<file path="config.mk">
export PLATFORM = sky130hd
export DESIGN_NAME = gpbsl_top
export DESIGN_NICKNAME = d
export VERILOG_FILES = /design/src/include/gpbsl_pkg.sv /design/src/logic/gpbsl_sync.sv /design/src/logic/gpbsl_blink.sv /design/src/logic/gpbsl_top.sv
export SDC_FILE = /design/constraint.sdc
export NUM_CORES = 1
export LEC_CHECK = 0
export ABC_CLOCK_PERIOD_IN_PS = 2800
export BUFFER_PORTS_ARGS = -buffer_cell sky130_fd_sc_hd__buf_2
export CELL_PAD_IN_SITES_DETAIL_PLACEMENT = 1
export CELL_PAD_IN_SITES_GLOBAL_PLACEMENT = 1
export CORE_ASPECT_RATIO = 2
export CORE_MARGIN = 1.5
export CORE_UTILIZATION = 41
export CTS_BUF_LIST = sky130_fd_sc_hd__clkbuf_2 sky130_fd_sc_hd__clkbuf_4 sky130_fd_sc_hd__clkbuf_8
export CTS_CLUSTER_SIZE = 40
export DETAILED_ROUTE_END_ITERATION = 16
export PLACE_DENSITY = 0.88
export SLEW_MARGIN = 20
export SYNTH_ARGS = -nofsm -noshare
export SYNTH_HDL_FRONTEND = slang
export SYNTH_SLANG_ARGS = --single-unit
</file>
<file path="constraint.sdc">
create_clock -name clock -period 2.8 [get_ports clock]
set_input_delay 0.28 -clock clock [delete_from_list [all_inputs] [get_ports clock]]
set_output_delay 0.28 -clock clock [all_outputs]
set_load 0.1 [all_outputs]
</file>
<file path="src/include/gpbsl_pkg.sv">
/*
 gpbsl_pkg: constants shared by the gpio bank with status indicator.
 assumes a 10 MHz core clock and a plain strobe-style register port.
*/
package gpbsl_pkg;
	// ==========================================================
	// geometry
	localparam int unsigned PAD_COUNT   = 10;             // number of pads
	localparam int unsigned AW          = 4;              // register address width
	// ==========================================================
	// register offsets (word index on the plain port)
	localparam logic [3:0]  REG_DIR     = 4'h0;           // 1 = output per pad
	localparam logic [3:0]  REG_OUT     = 4'h1;           // stored output values
	localparam logic [3:0]  REG_IN      = 4'h2;           // live pad levels
	localparam logic [3:0]  REG_PULL    = 4'h3;           // pull-down enables
	localparam logic [3:0]  REG_FUNC    = 4'h4;           // alternate function code, pad 0
	localparam logic [3:0]  REG_NET     = 4'h5;           // network state for indicator
	// ==========================================================
	// reset values
	localparam logic [9:0]  DIR_RST     = 10'h000;        // all inputs
	localparam logic [9:0]  OUT_RST     = 10'h000;
	localparam logic [9:0]  PULL_RST    = 10'h3FF;        // all pull-downs on
	localparam logic [1:0]  FUNC_RST    = 2'h0;
	localparam logic [2:0]  NET_RST     = 3'h0;           // device off
	// ==========================================================
	// function codes for pad 0
	localparam logic [1:0]  FUNC_IN     = 2'h0;
	localparam logic [1:0]  FUNC_OUT    = 2'h1;
	localparam logic [1:0]  FUNC_STATUS = 2'h2;
	// ==========================================================
	// network states
	typedef enum logic [2:0] {
		NET_OFF     = 3'h0,
		NET_NOREG   = 3'h1,
		NET_IDLE    = 3'h2,
		NET_PSAVE   = 3'h3,
		NET_CONNECT = 3'h4
	} gpbsl_net_t;
	// ==========================================================
	// timing
	localparam int unsigned CLK_HZ      = 10_000_000;
	localparam int unsigned ON_MS       = 1000;           // indicator on time
	localparam int unsigned OFF_MS      = 2000;           // indicator off time
	localparam int unsigned ON_CYC      = ON_MS * (CLK_HZ / 1000);
	localparam int unsigned PERIOD_CYC  = (ON_MS + OFF_MS) * (CLK_HZ / 1000);
endpackage

</file>
<file path="src/logic/gpbsl_sync.sv">
/*
 gpbsl_sync: two-flop synchroniser for the pad inputs.
 assumes inputs arrive asynchronously to clock.
*/
`timescale 1ns/1ps
module gpbsl_sync #(
	parameter int unsigned W = 10
) (
	input  wire logic         clock,
	input  wire logic         rst,
	input  wire logic [W-1:0] async_in,
	output logic      [W-1:0] sync_out
);
	typedef struct packed {
		logic [W-1:0] meta;   // first stage, read only by second
		logic [W-1:0] stab;   // second stage
	} gpbsl_sync_t;
	gpbsl_sync_t st_r;
	gpbsl_sync_t st_nxt;
	// ==========================================================
	// next state
	always_comb begin
		st_nxt      = st_r;
		st_nxt.meta = async_in;
		st_nxt.stab = st_r.meta;
	end
	// ==========================================================
	// register
	always_ff @(posedge clock) begin
		if (rst) begin
			st_r <= '0;
		end else begin
			st_r <= st_nxt;
		end
	end
	assign sync_out = st_r.stab;
endmodule

</file>
<file path="src/logic/gpbsl_blink.sv">
/*
 gpbsl_blink: status indicator pattern generator.
 assumes net_state is from logic on the same clock and wake_evt is a
 one-cycle pulse on that clock.
*/
`timescale 1ns/1ps
module gpbsl_blink #(
	parameter int unsigned PERIOD = gpbsl_pkg::PERIOD_CYC,
	parameter int unsigned ON_LEN = gpbsl_pkg::ON_CYC
) (
	input  wire logic       clock,
	input  wire logic       rst,
	input  wire logic [2:0] net_state,
	input  wire logic       wake_evt,
	output logic            led_level
);
	typedef struct packed {
		logic [31:0] cnt;    // position within the blink period
		logic        led;    // indicator level
	} gpbsl_blink_t;
	gpbsl_blink_t st_r;
	gpbsl_blink_t st_nxt;
	logic         phase_on;
	// ==========================================================
	// pattern and state selection
	always_comb begin
		st_nxt   = st_r;
		phase_on = (st_r.cnt < 32'(ON_LEN));                          // [RULE13]
		// free-running 3 s counter
		if (st_r.cnt >= 32'(PERIOD - 1)) begin
			st_nxt.cnt = '0;                                           // [RULE13]
		end else begin
			st_nxt.cnt = st_r.cnt + 32'h0000_0001;
		end
		case (net_state)
			gpbsl_pkg::NET_OFF: begin
				st_nxt.led = 1'b0;                                     // [RULE9]
			end
			gpbsl_pkg::NET_NOREG: begin
				st_nxt.led = 1'b1;                                     // [RULE9]
			end
			gpbsl_pkg::NET_IDLE: begin
				st_nxt.led = phase_on;                                 // [RULE10]
			end
			gpbsl_pkg::NET_CONNECT: begin
				st_nxt.led = phase_on;                                 // [RULE11]
			end
			gpbsl_pkg::NET_PSAVE: begin
				// only toggles on paging-synchronised wake-ups
				if (wake_evt) begin
					st_nxt.led = ~st_r.led;                            // [RULE12]
				end
			end
			default: begin
				st_nxt.led = 1'b0;
			end
		endcase
	end
	// ==========================================================
	// register
	always_ff @(posedge clock) begin
		if (rst) begin
			st_r <= '0;
		end else begin
			st_r <= st_nxt;
		end
	end
	assign led_level = st_r.led;
endmodule

</file>
<file path="src/logic/gpbsl_top.sv">
/*
 gpbsl_top: ten-pad general purpose i/o bank with a status indicator on pad 0.
 assumes a single 10 MHz clock, synchronous reset, a plain register port
 and that the pad ring resolves the wire from pad_out/pad_oe/pad_pd.
*/
// Behaviour
// [RULE1] ten pads, each input or output
// [RULE2] reset: all inputs with pull-down on
// [RULE3] input read returns sampled pad level
// [RULE4] writes to input pads change nothing
// [RULE5] output drives stored value, readable back
// [RULE6] outputs drive both levels push-pull
// [RULE7] alternate function owns pad level
// [RULE8] pad 0 function code 2 selects indicator
// [RULE9] off low; not registered high
// [RULE10] idle: 1 s on, 2 s off
// [RULE11] connecting: 1 s on, 2 s off
// [RULE12] power saving: update on wake-ups only
// [RULE13] 3 s counter, high first second
`timescale 1ns/1ps
module gpbsl_top #(
	parameter int unsigned N          = gpbsl_pkg::PAD_COUNT,
	parameter int unsigned PERIOD_CYC = gpbsl_pkg::PERIOD_CYC,
	parameter int unsigned ON_CYC     = gpbsl_pkg::ON_CYC
) (
	input  wire logic        clock,
	input  wire logic        rst,
	input  wire logic [3:0]  reg_addr,
	input  wire logic [31:0] reg_wdata,
	input  wire logic        reg_wr,
	input  wire logic        reg_rd,
	output logic      [31:0] reg_rdata,
	input  wire logic        wake_evt,
	input  wire logic [N-1:0] pad_in,
	output logic      [N-1:0] pad_out,
	output logic      [N-1:0] pad_oe,
	output logic      [N-1:0] pad_pd
);
	// ==========================================================
	// state
	typedef struct packed {
		logic [N-1:0] dir;    // 1 = output
		logic [N-1:0] outv;   // stored output values
		logic [N-1:0] pull;   // pull-down enables
		logic [1:0]   func;   // pad 0 function code
		logic [2:0]   net;    // network state
		logic [31:0]  rdata;  // read data, valid one cycle after strobe
	} gpbsl_top_t;
	gpbsl_top_t   st_r;
	gpbsl_top_t   st_nxt;
	logic [N-1:0] pad_sync;   // synchronised pad levels
	logic         led_level;  // indicator pattern
	logic         alt_on;     // pad 0 in indicator mode
	// ==========================================================
	// pad input synchroniser
	gpbsl_sync #(
		.W (N)
	) u_sync (
		.clock    (clock),
		.rst      (rst),
		.async_in (pad_in),
		.sync_out (pad_sync)
	);
	// ==========================================================
	// indicator pattern
	gpbsl_blink #(
		.PERIOD (PERIOD_CYC),
		.ON_LEN (ON_CYC)
	) u_blink (
		.clock     (clock),
		.rst       (rst),
		.net_state (st_r.net),
		.wake_evt  (wake_evt),
		.led_level (led_level)
	);
	assign alt_on = (st_r.func == gpbsl_pkg::FUNC_STATUS);          // [RULE8]
	// ==========================================================
	// register writes and reads
	always_comb begin
		st_nxt       = st_r;
		st_nxt.rdata = '0;
		if (reg_wr) begin
			case (reg_addr)
				gpbsl_pkg::REG_DIR: begin
					st_nxt.dir = reg_wdata[N-1:0];                     // [RULE1]
				end
				gpbsl_pkg::REG_OUT: begin
					// only output-configured bits take the write
					st_nxt.outv = (reg_wdata[N-1:0] & st_r.dir)
					            | (st_r.outv & ~st_r.dir);           // [RULE4] [RULE5]
				end
				gpbsl_pkg::REG_PULL: begin
					st_nxt.pull = reg_wdata[N-1:0];
				end
				gpbsl_pkg::REG_FUNC: begin
					st_nxt.func = reg_wdata[1:0];                      // [RULE8]
					// codes 0 and 1 also set pad 0 direction
					if (reg_wdata[1:0] == gpbsl_pkg::FUNC_IN) begin
						st_nxt.dir[0] = 1'b0;
					end else if (reg_wdata[1:0] == gpbsl_pkg::FUNC_OUT) begin
						st_nxt.dir[0] = 1'b1;
					end
				end
				gpbsl_pkg::REG_NET: begin
					st_nxt.net = reg_wdata[2:0];
				end
				default: begin
					// unmapped write ignored
				end
			endcase
		end
		if (reg_rd) begin
			case (reg_addr)
				gpbsl_pkg::REG_DIR: begin
					st_nxt.rdata = 32'(st_r.dir);
				end
				gpbsl_pkg::REG_OUT: begin
					st_nxt.rdata = 32'(st_r.outv);                     // [RULE5]
				end
				gpbsl_pkg::REG_IN: begin
					st_nxt.rdata = 32'(pad_sync);                      // [RULE3]
				end
				gpbsl_pkg::REG_PULL: begin
					st_nxt.rdata = 32'(st_r.pull);
				end
				gpbsl_pkg::REG_FUNC: begin
					st_nxt.rdata = 32'(st_r.func);
				end
				gpbsl_pkg::REG_NET: begin
					st_nxt.rdata = 32'(st_r.net);
				end
				default: begin
					st_nxt.rdata = 32'h0000_0000;                      // unmapped reads zero
				end
			endcase
		end
	end
	// ==========================================================
	// register
	always_ff @(posedge clock) begin
		if (rst) begin
			st_r.dir   <= gpbsl_pkg::DIR_RST;                           // [RULE2]
			st_r.outv  <= gpbsl_pkg::OUT_RST;
			st_r.pull  <= gpbsl_pkg::PULL_RST;                          // [RULE2]
			st_r.func  <= gpbsl_pkg::FUNC_RST;
			st_r.net   <= gpbsl_pkg::NET_RST;
			st_r.rdata <= '0;
		end else begin
			st_r <= st_nxt;
		end
	end
	// ==========================================================
	// pad drive: push-pull, both levels driven when enabled
	genvar g;
	generate
		for (g = 0; g < N; g++) begin : g_pad
			if (g == 0) begin : g_alt
				// indicator overrides user state
				assign pad_out[g] = alt_on ? led_level : st_r.outv[g];     // [RULE7] [RULE6]
				assign pad_oe[g]  = alt_on | st_r.dir[g];                  // [RULE7]
				assign pad_pd[g]  = ~pad_oe[g] & st_r.pull[g];
			end else begin : g_plain
				assign pad_out[g] = st_r.outv[g];                          // [RULE6]
				assign pad_oe[g]  = st_r.dir[g];                           // [RULE1]
				assign pad_pd[g]  = ~st_r.dir[g] & st_r.pull[g];           // [RULE2]
			end
		end
	endgenerate
	assign reg_rdata = st_r.rdata;
endmodule

</file>
; ---- Word-level counts from Yosys, hierarchy flattened
; Cells that the tools add are included.
[word_totals]
reg_bits = 120
inputBits = 51
out_inout_bits = 62
elab_cells = 73
[classes]
bitwise_logic = 27
order_cmp = 2
n_eq_ne = 13
n_addsub = 1
muxes = 7
reduce_logical = 12
[ops]
columns = cell, n
row1 = $pmux 10 s6, 1
row2 = $add 32x1->32 const B, 1
row3 = $ge 32x25->1 const B, 1
row4 = $lt 32x24->1 const B, 1
row5 = $and 10x10->10, 2
row6 = $not 1->1, 12
row7 = $and 1x1->1, 10
row8 = $not 10->10, 1
row9 = $or 10x10->10, 1
row10 = $reduce_and 2->1, 5
row11 = $eq 4x2->1 const B, 2
row12 = $eq 4x3->1 const B, 2
row13 = $eq 3x2->1 const B, 2
row14 = $reduce_or 2->1, 3
row15 = $eq 4x1->1 const B, 1
row16 = $logic_not 4->1, 1
row17 = $mux 1, 4
row18 = $eq 3x1->1 const B, 1
row19 = $eq 3x3->1 const B, 1
row20 = $ne 3x3->1 const B, 1
row21 = $pmux 1 s3, 1
row22 = $reduce_and 3->1, 1
row23 = $eq 2x1->1 const B, 1
row24 = $eq 2x2->1 const B, 1
row25 = 5 further kinds, 5

; ---- Longest topological paths before layout
; Gate-level depths: netlist of run 1.
[depth]
depth_word = 4
ltp_mapped = 7
depth_no_buf = 5

; ---- Modules after synthesis
; A second synthesis of run 1 with hierarchy kept.
[unflattened]
cells_unflattened = 510
hier_area_um2 = 4739.5
[by_module_without_submodules]
columns = module, cells_each, area_per_inst_um2, instances, seq_area_each_um2
row1 = gpbsl_top, 299, 2591.2, 1, 900.9
row2 = gpbsl_blink, 169, 1530.2, 1, 660.6
row3 = gpbsl_sync, 42, 618.1, 1, 400.4

; ---- Worst setup path after synthesis of run 1
; Ideal clock, no wire load.
[synth_path]
path_type = reg-to-output
from = register st_r[36] in the netlist's numbering
to = output port pad_pd[0]
t_arrival_ps = 2274
path_stages_with_launch = 4
path_slack_ps = 246
path_buffers = 0
required_time_ps = 2520
cell_sequence = dfxtp_1 nor2b_1 or2_2 nor2_1
[synth_via]
elab_chain_len = 4
[synth_rtl]
columns = element, line_no
row1 = from (decl), gpbsl_top.sv:49  ; gpbsl_top_t st_r;
row2 = from (signal assigned), gpbsl_top.sv:149  ; st_r <= st_nxt;
row3 = $eq 2x2->1, gpbsl_top.sv:76  ; assign alt_on = (st_r.func == gpbsl_pkg::FUNC_STATUS);
row4 = $or 1x1->1, gpbsl_top.sv:160  ; assign pad_oe[g] = alt_on | st_r.dir[g];
row5 = net pad_oe[0], gpbsl_top.sv:36  ; output logic [N-1:0] pad_oe,
row6 = $not 1->1, gpbsl_top.sv:161  ; assign pad_pd[g] = ~pad_oe[g] & st_r.pull[g];
row7 = $and 1x1->1, gpbsl_top.sv:161
row8 = to (decl), gpbsl_top.sv:37  ; output logic [N-1:0] pad_pd
; The timed path passes the listed nets, and every way through them passes these cells.

; ---- Worst setup path after layout of run 1
[layout_path]
from = register u_blink.st_r[1] in the netlist's numbering
to = register u_blink.st_r[25] in the netlist's numbering
[layout_via]
elab_chain_len = 2
elab_cells_between_ends = 3
classes_between = add/sub (1) / order compare (1) / reduce/logical (1)
[layout_rtl]
columns = element, line_no
row1 = from (decl), gpbsl_blink.sv:21  ; gpbsl_blink_t st_r;
row2 = from (signal assigned), gpbsl_blink.sv:65  ; st_r <= st_nxt;
row3 = $ge 32x25->1, gpbsl_blink.sv:30  ; if (st_r.cnt >= 32'(PERIOD - 1)) begin
row4 = $reduce_or 2->1 (no line), --
; Parallel ways exist; a longest one is shown, timed or not.
; A chain may end at the register's enable or synchronous reset.

==> results of run 1 <==
-- cells by family (layout without fill, tap and decap cells) --
family,after synthesis,count (layout)
and+or+nand+nor,203,203
other,1,29
buffers and inverters,81,96
adders and majority gates,1,1
AOI/OAI and AO/OA,43,43
DFF,98,98
muxes,31,31
xor gates and xnor gates,15,15
-- cell usage after synthesis, drive strengths merged, types with 4 or more instances --
| cell type | n |
|---|---|
| xnor2 | 12 |
| dfxtp | 98 |
| nor2b | 38 |
| nor2 | 28 |
| a21oi | 15 |
| nor3 | 19 |
| buf | 55 |
| nand3b | 9 |
| o21ai | 9 |
| a211oi | 8 |
| nor4 | 4 |
| nand3 | 33 |
| or3 | 8 |
| or4 | 8 |
| mux2i | 20 |
| clkbuf | 22 |
| inv | 4 |
| nand2 | 38 |
| nand4 | 5 |
| mux4 | 10 |
-- metrics by stage --
| step | total power, µW | cells | hold WS [ns] | utilization | cell area (µm²) |
|---|---|---|---|---|---|
| 6_report | 2685 | 653 | 0.1221 | 0.4601 | 4821 |
| 2_1_floorplan | 1758 | 501 | 0.3978 | - | 4519 |
| 5_1_grt | 2790 | 653 | 0.1322 | 0.4601 | 4821 |
| 3_5_place_dp | 1794 | 637 | 0.4247 | 0.4408 | 4618 |
| 4_1_cts | 2710 | 653 | 0.1149 | 0.4601 | 4821 |
| 3_3_place_gp | 1787 | 637 | 0.4199 | 0.4408 | 4618 |
-- path summary, 6_finish.rpt --
check / cells past startpoint / start / slack [ns] / to
setup reg to reg: 5 / u_blink.st_r[1] / 0.47 / u_blink.st_r[25]
hold / removal: 2 / pad_in[1] / 0.12 / u_sync.st_nxt[1]
setup / recovery: 5 / u_blink.st_r[1] / 0.47 / u_blink.st_r[25]
hold reg to reg: 1 / u_sync.st_nxt[6] / 0.44 / u_sync.sync_out[6]
-- power groups by stage --
stage | Clock, µW | Combinational, µW | Sequential (µW)
2_1_floorplan | 0 | 300 | 1460
3_3_place_gp | 0 | 326 | 1460
3_5_place_dp | 0 | 331 | 1460
4_1_cts | 948 | 331 | 1430
5_1_grt | 1010 | 345 | 1430
6_report | 924 | 331 | 1430
-- routing by layer --
metal | vias to the layer above | wire [µm]
met3 | 36 | 330
met2 | 111 | 6465
li1 | 1626 | -
met4 | 0 | 371
met5 | - | 0
met1 | 1687 | 3656
-- worst reg2reg max path: stages, from the launching register on --
cell      delay (ns)
dfxtp_1         0.38
ha_1            0.22
nand3_1         0.13
or4_1           0.73
or4_1           0.53
a311oi_1        0.25
-- cell type report --
type / count / area (µm²)
Clock buffer: 11 / 138.9
Clock inverter: 5 / 63.81
Fill cell: 1293 / 5657
Inverter: 4 / 15.01
Multi-Input combinational cell: 322 / 2069
Sequential cell: 98 / 1962
Tap cell: 137 / 171.4
Timing Repair Buffer: 76 / 400.4
==> metrics.yaml, run 1 <==
cts:
  cts-root-buf: "clkbuf_8"
  cts_resized: 0
  cts_setup_buffers: 0
  cts_buffers: 9
  cts_tree: "done"
  cts_max_path_buffers: 2
  htreeDepth: 3
  clkLatencyLatePin_ns: 0.36
  cts_hold_buf: 0
  clk_pin_slew_worst_paths_ns: 0.09
  clock-sinks: 98
pwr:
  clockPowerShare: 0.344
  leakagePower_uw: 0.001929
  switching_share: 0.2835
  p_seq_frac: 0.533
  share_comb_of_total_power: 0.123
  power.density_nw_per_um2: 557.0
  internal_power_uw: 1924
  vdd_drop_max_mv: 0.3149
  switchingPower_uw: 761.3
setup_path:
  required_ns: 3.08
  cp-end-kind: "flip-flop"
  cp_slowest_cell: "or4_1"
  cp_common_cell: "or4_1"
  cp_max_fo: 10
  cp_slowest_stage_delay_ns: 0.73
  start_kind: "flip-flop"
  cp.arrival_ns: 2.61
  cp_top_family: "simple AND/OR/NAND/NOR gates"
  path_buf_inv: 0
  worstSetupPathType: "flip-flop to flip-flop"
  crit_chain: "ha_1, nand3_1, or4_1, or4_1, a311oi_1"
timing:
  hold_viol_final: 0
  drv_slew: 0
  setup_violations: 0
  worst_pin_slew_ns: 0.7464
  min_period_ns: 2.333
  fin_crit_sh: 0.8331
  rsz0062_at_grt: "no"
  finalSetupTns_ns: 0
  fmax_mhz: 428.7
  clock_skew_ns: 0.01120
  fin_ws_ns: 0.4672
  slew-limit-headroom: 0.4991
logic_synthesis:
  synthCells: 473
  postSynth.asyncResetShare: 0
  synth_xor_area_frac: 0.02976
  synth_top_family_by_area: "simple AND/OR/NAND/NOR gates"
  synth_top_area_cell: "dfxtp_1"
  yosys_warnings: 0
  seq_area_frac_synth: 0.4444
  syn-cell-area_um2: 4414
  synthAdderAreaFrac: 0.002834
  synth_top_area_frac: 0.4444
  synth-seq-cells: 98
  syn_area_per_cell_um2: 9.332
  netlist_top_cells_area: "dfxtp_1, buf_4, nor2b_1, mux4_2, mux2i_1"
  yosys_most_used_dff: "dfxtp_1"
  ys_types: 49
  synth_edf_count: 0
  synth-simple-area-share: 0.2486
  synth.mux.area_fraction: 0.09892
  synth_compound_area_frac: 0.06151
run:
  drv_cap: 0
routing:
  drt_iter0_drc: 134
  wl_per_cell_um: 16.58
  viasPerCell: 5.299
  drcViolationCount: 0
  detail-route-antenna-nets: 0
  dr.pass1.iters: 4
  vias: 3460
  wl_mm: 10.82
cells_and_area:
  area_delta_synth_final_pct: 9.212
  diodes: 0
  nets: 563
  layout.cells.most_common: "dfxtp_1"
  drive_above_1_share: 0.2171
  final_cell_mix: "dfxtp_1, buf_2, nor2b_1, nand2_1, nand3_1"
global_route:
  grtUsageTotal: 0.1959
  grt_pass1_wl_mm: 17.60
  grt_util_met2: 0.4022
  grt_busiest_layer: "met2"
  grt_max_degree: 58
  globalRouteOverflowTotal: 0
  antenna_found_initial: 0
  met3_usage: 0.03049
  met1_usage: 0.1779
  grt_pass1_vias: 3654
die:
  die_area_um2: 11440
  die_w_um: 76.37
  io_pins: 113
  die_h_um: 149.7
  start_util: 0.4213
  core_area_um2: 10480
  rows: 53
placed_design:
  pre_cts_slack_ns: 0.4873
  dp_hpwl_mm: 8.109
  port_buffers: 68
  gp_congestion: 0.8596
hold_path:
  hp-class: "input port to flip-flop"
outcome:
  status: "finished clean"
Note: power is estimated with default switching activity, not from simulation.
==> inputs of run 2 (changes only) <==
ABC_CLOCK_PERIOD_IN_PS = 2100   (was 2800)
CORE_UTILIZATION = 37   (was 41)
PLACE_DENSITY = 0.84   (was 0.88)
clock period = 2.1 ns   (was 2.8 ns; I/O delays follow)
==> metrics.yaml, run 2 (same netlist as run 1, synthesis figures left out) <==
placed_design:
  dp_hpwl_mm: 8.474  # was 8.109 mm
  gp_congestion: 0.8562  # was 0.8596
  place_area_um2: 4736  # was 4618 µm²
  pre_cts_slack_ns: -0.04058  # was 0.4873 ns
  port_buffers: 68  # unchanged
pwr:
  leakagePower_uw: 0.001982  # was 0.001929 µW
  share_comb_of_total_power: 0.127  # was 0.123
  switching_share: 0.3025  # was 0.2835
  clockPowerShare: 0.331  # was 0.344
  switchingPower_uw: 1064  # was 761.3 µW
  vdd_drop_max_mv: 0.3300  # was 0.3149 mV
  p_total_uw: 3517  # was 2685 µW
  p_seq_frac: 0.542  # was 0.533
  power.density_nw_per_um2: 707.6  # was 557.0 nW/µm²
  internal_power_uw: 2453  # was 1924 µW
routing:
  drt_iter0_drc: 128  # was 134
  wl_mm: 11.28  # was 10.82 mm
  dr.pass1.iters: 4  # unchanged
  vias: 3545  # was 3460
  viasPerCell: 5.252  # was 5.299
  topRoutingLayerUsed: "met4"  # unchanged
  wl_met1_mm: 3.773  # was 3.656 mm
  wl_met3_um: 372  # was 330 µm
  met2_length_mm: 6.623  # was 6.465 mm
  drcViolationCount: 0  # unchanged
  wl_per_cell_um: 16.71  # was 16.58 µm
  detail-route-antenna-nets: 0  # unchanged
cells_and_area:
  drive_above_1_share: 0.2604  # was 0.2171
  nFillCells: 1413  # was 1293
  final_cell_mix: "dfxtp_1, buf_2, nor2b_1, nand2_1, nand3_1"  # unchanged
  design_area_um2: 4971  # was 4821 µm²
  layout.cells.most_common: "dfxtp_1"  # unchanged
  diodes: 0  # unchanged
  nets: 577  # was 563
  final_util: 0.4248  # was 0.4601
  area_delta_synth_final_pct: 12.61  # was 9.212%
  multiInputGateArea_um2: 2112  # was 2069 µm²
  register_area_um2: 1967  # was 1962 µm²
global_route:
  antenna_found_initial: 0  # unchanged
  grt_pass1_wl_mm: 17.90  # was 17.60 mm
  globalRouteOverflowTotal: 0  # unchanged
  grtUsageTotal: 0.1839  # was 0.1959
  grt_max_degree: 57  # was 58
  grt_pass1_vias: 3685  # was 3654
cts:
  cts_max_path_buffers: 2  # unchanged
  cts_tree: "done"  # unchanged
  clock-sinks: 98  # unchanged
  clkLatencyLatePin_ns: 0.37  # was 0.36 ns
  htreeDepth: 3  # unchanged
  cts_buffers: 9  # unchanged
  clk_pin_slew_worst_paths_ns: 0.10  # was 0.09 ns
  cts-root-buf: "clkbuf_8"  # unchanged
timing:
  worst_pin_slew_ns: 0.9354  # was 0.7464 ns
  setup_violations: 0  # unchanged
  fin_ws_ns: 0.07048  # was 0.4672 ns
  fmax_mhz: 492.7  # was 428.7 MHz
  min_period_ns: 2.030  # was 2.333 ns
  whs_ns: 0.05884  # was 0.1221 ns
  clock_skew_ns: 0.01656  # was 0.01120 ns
  fin_crit_sh: 0.9664  # was 0.8331
  drv_slew: 0  # unchanged
  hold_viol_final: 0  # unchanged
  slew-limit-headroom: 0.3741  # was 0.4991
hold_path:
  hp-class: "input port to flip-flop"  # unchanged
  whs_endpoint: "u_sync.st_nxt[3]"  # was u_sync.st_nxt[1]
  holdPathStages: 2  # unchanged
  min_from: "pad_in[3]"  # was pad_in[1]
setup_path:
  reg2reg_slack_ns: 0.07  # was 0.47 ns
  r2r-start: "u_blink.st_r[2]"  # was u_blink.st_r[1]
  cp-end-kind: "flip-flop"  # unchanged
  required_ns: 2.41  # was 3.08 ns
  cp.arrival_ns: 2.34  # was 2.61 ns
  worstSetupPathType: "flip-flop to flip-flop"  # unchanged
  start_kind: "flip-flop"  # unchanged
  r2r-end: "u_blink.st_r[21]"  # was u_blink.st_r[25]
  cp_max_fo: 9  # was 10
  rr_worst_depth: 6  # was 5
run:
  drv_cap: 0  # unchanged
outcome:
  status: "finished clean"  # unchanged
die:
  die_area_um2: 12630  # was 11440 µm²
  io_pins: 113  # unchanged
  core_area_um2: 11700  # was 10480 µm²
  die_w_um: 80.24  # was 76.37 µm
  rows: 56  # was 53
  die_h_um: 157.5  # was 149.7 µm
  start_util: 0.3772  # was 0.4213
-- run 2: final cells by class --
cell class              instances  share of cell area
inverters                       4            0.003020
multi-input cells             322              0.4249
flip-flops and latches         98              0.3957
clock inverters                 6            0.009816
repair buffers                 90              0.1024
clock buffers                  10             0.02769
well taps                     145             0.03650
-- run 2: how the worst max path moves through the flow --
stage                    start          endpoint
2_1_floorplan  u_blink.st_r[1]  u_blink.st_r[25]
3_3_place_gp   u_blink.st_r[2]  u_blink.st_r[21]
3_5_place_dp   u_blink.st_r[2]  u_blink.st_r[23]
4_1_cts        u_blink.st_r[2]  u_blink.st_r[23]
5_1_grt        u_blink.st_r[1]  u_blink.st_r[21]
6_report       u_blink.st_r[2]  u_blink.st_r[21]
-- run 2: per-stage QoR --
step | instances | setup TNS [ns]
floorplan | 501 | 0
global route | 675 | -0.01275
detailed placement | 659 | -0.07250
global placement | 659 | 0
finish | 675 | 0
CTS | 675 | 0
-- run 2: metal layers --
metal | vias to the layer above | track usage
li1 | 1664 | -
met1 | 1738 | 0.1646
met2 | 104 | 0.3625
met3 | 39 | 0.03536
met4 | 0 | 0.1067
met5 | - | 0
-- run 2: worst max-delay path, stage by stage (launching register included) --
cell	delay, ns
dfxtp_2	0.37
ha_4	0.14
nand3_1	0.11
or4_4	0.56
buf_6	0.15
or3_2	0.47
a21oi_2	0.16
-- run 2: power groups by stage --
stage | Clock (µW) | Sequential (µW) | Combinational, µW
4_1_cts | 1200 | 1910 | 447
5_1_grt | 1260 | 1910 | 469
6_report | 1160 | 1910 | 447
3_5_place_dp | 0 | 1950 | 446
2_1_floorplan | 0 | 1940 | 400
3_3_place_gp | 0 | 1950 | 440
-- run 2: timing repair --
item	4_1_cts	5_1_grt
gates resized for setup	6	7
setup buffers	0	0
setup endpoints to repair	4	10
pin swaps	1	1
hold buffers	0	0
==> inputs of run 3 (changes only) <==
ABC_CLOCK_PERIOD_IN_PS = 2200   (was 2100)
CORE_UTILIZATION = 41   (was 37)
PLACE_DENSITY = 0.88   (was 0.84)
clock period = 2.2 ns   (was 2.1 ns; I/O delays follow)
==> metrics.yaml, run 3 (same netlist as run 1, synthesis figures left out) <==
routing:
  detail-route-antenna-nets: 0  # unchanged
  vias: 3413  # was 3545
  drcViolationCount: 0  # unchanged
  wl_per_cell_um: 16.18  # was 16.71 µm
  drt_iter0_drc: 134  # was 128
  wl_mm: 10.61  # was 11.28 mm
  viasPerCell: 5.203  # was 5.252
  dr.pass1.iters: 4  # unchanged
cells_and_area:
  nets: 567  # was 577
  diodes: 0  # unchanged
  area_delta_synth_final_pct: 9.581  # was 12.61%
  final_cell_count_no_fill: 656  # was 675
  final_cell_mix: "dfxtp_1, buf_2, nor2b_1, nand2_1, nand3_1"  # unchanged
  drive_above_1_share: 0.2351  # was 0.2604
  layout.cells.most_common: "dfxtp_1"  # unchanged
setup_path:
  r2r-end: "u_blink.st_r[22]"  # was u_blink.st_r[21]
  cp-end-kind: "flip-flop"  # unchanged
  cp.arrival_ns: 2.39  # was 2.34 ns
  start_kind: "flip-flop"  # unchanged
  cp_max_fo: 10  # was 9
  r2r-start: "u_blink.st_r[5]"  # was u_blink.st_r[2]
  worstSetupPathType: "flip-flop to flip-flop"  # unchanged
  crit_chain: "nand3_4, or4_1, or4_1, a211oi_1"  # was ha_4, nand3_1, or4_4, buf_6, or3_2, a21oi_2
  cp_slowest_stage_delay_ns: 0.71  # was 0.56 ns
  cp_common_cell: "or4_1"
  rr_worst_depth: 4  # was 6
  reg2reg_slack_ns: 0.1  # was 0.07 ns
  required_ns: 2.48  # was 2.41 ns
  cp_slowest_cell: "or4_1"  # was or4_4
timing:
  hold_viol_final: 0  # unchanged
  worst_pin_slew_ns: 0.7746  # was 0.9354 ns
  clock_skew_ns: 0.01951  # was 0.01656 ns
  fmax_mhz: 475.8  # was 492.7 MHz
  setup_violations: 0  # unchanged
  fin_crit_sh: 0.9554  # was 0.9664
  slew-limit-headroom: 0.4817  # was 0.3741
  drv_slew: 0  # unchanged
  finalSetupTns_ns: 0  # unchanged
  rsz0062_at_grt: "no"
  min_period_ns: 2.102  # was 2.030 ns
cts:
  cts_max_path_buffers: 2  # unchanged
  cts_setup_buffers: 0  # unchanged
  cts_buffers: 9  # unchanged
  cts-root-buf: "clkbuf_8"  # unchanged
  htreeDepth: 3  # unchanged
  cts_tree: "done"  # unchanged
  clock-sinks: 98  # unchanged
  clkLatencyLatePin_ns: 0.37  # about the same
  clk_pin_slew_worst_paths_ns: 0.10  # about the same
  cts_hold_buf: 0  # unchanged
pwr:
  p_total_uw: 3293  # was 3517 µW
  power.density_nw_per_um2: 680.7  # was 707.6 nW/µm²
  leakagePower_uw: 0.001921  # was 0.001982 µW
  vdd_drop_max_mv: 0.2972  # was 0.3300 mV
run:
  drv_cap: 0  # unchanged
placed_design:
  gp_congestion: 0.8473  # was 0.8562
  port_buffers: 68  # unchanged
  dp_hpwl_mm: 8.008  # was 8.474 mm
  dp_cells: 641  # was 659
global_route:
  grt_pass1_wl_mm: 17.42  # was 17.90 mm
  grt_pass1_vias: 3626  # was 3685
  grt_max_degree: 57  # unchanged
  grtUsageTotal: 0.1928  # was 0.1839
  globalRouteOverflowTotal: 0  # unchanged
  antenna_found_initial: 0  # unchanged
die:
  die_w_um: 76.37  # was 80.24 µm
  core_area_um2: 10480  # was 11700 µm²
  die_h_um: 149.7  # was 157.5 µm
  start_util: 0.4213  # was 0.3772
  die_area_um2: 11440  # was 12630 µm²
  io_pins: 113  # unchanged
  rows: 53  # was 56
outcome:
  status: "finished clean"  # unchanged
hold_path:
  min_from: "pad_in[1]"  # was pad_in[3]
  whs_endpoint: "u_sync.st_nxt[1]"  # was u_sync.st_nxt[3]
  hp-class: "input port to flip-flop"  # unchanged
  holdPathStages: 2  # unchanged
-- run 3: changes by cell type in the layout (fill, tap and decap cells not counted), sizes merged --
| cell | change |
|---|---|
| inv | -1 |
| buf | -10 |
-- run 3: final cells by class --
cell class	instances	area [µm²]
fillers	1285	5640
multi-input cells	322	2083
flip-flops and latches	98	1966
repair buffers	80	430.4
well taps	137	171.4
clock buffers	10	131.4
clock inverters	5	40.04
inverters	4	15.01
-- run 3: routing by layer --
metal / part of all wire / vias to the layer above / GRT usage
met5: 0 / - / 0
met2: 0.58 / 80 / 0.3808
met4: 0.034 / 0 / 0.09630
met3: 0.029 / 26 / 0.03537
met1: 0.36 / 1666 / 0.1865
li1: - / 1641 / -
-- run 3: timing repair --
action	4_1_cts	5_1_grt
hold endpoints to repair	0	0
pin swaps	0	2
resized for setup	2	4
endpoints found under the setup margin	3	5
-- run 3: where the power goes --
part	switching [µW]	leakage, µW	internal (µW)
Sequential	14.6	0.000799	1810
Clock	626	0.0000784	423
Combinational	340	0.00104	82.6
Total	981	0.00192	2310
-- run 3: how the worst max path moves through the flow --
stage | from | to | slack [ns] | depth (start not counted)
after floorplan | u_blink.st_r[1] | u_blink.st_r[25] | 0.11 | 6
after CTS | u_blink.st_r[1] | u_blink.st_r[25] | 0.002 | 5
after global routing | u_blink.st_r[5] | u_blink.st_r[24] | 0.004 | 4
after detailed placement | u_blink.st_r[1] | u_blink.st_r[17] | -0.04 | 6
final | u_blink.st_r[5] | u_blink.st_r[22] | 0.1 | 4
after global placement | u_blink.st_r[1] | u_blink.st_r[21] | 0.07 | 6
-- run 3: critical path, delay by kind of cell, from the launching register on --
kind	cells	cell delay, ns
AO/OA/AOI/OAI	1	0.25
flip-flops	1	0.46
AND/OR/NAND/NOR	3	1.31
-- run 3: stage by stage --
stage	hold WS [ns]	setup WS [ns]	cell area [µm²]	utilization
2_1_floorplan	0.3378	0.1109	4522	-
5_1_grt	0.06070	0.003634	4837	0.4617
6_report	0.06935	0.09815	4837	0.4617
3_3_place_gp	0.4203	0.06951	4651	0.4439
4_1_cts	0.05159	0.001587	4831	0.4611
3_5_place_dp	0.4293	-0.03728	4651	0.4439
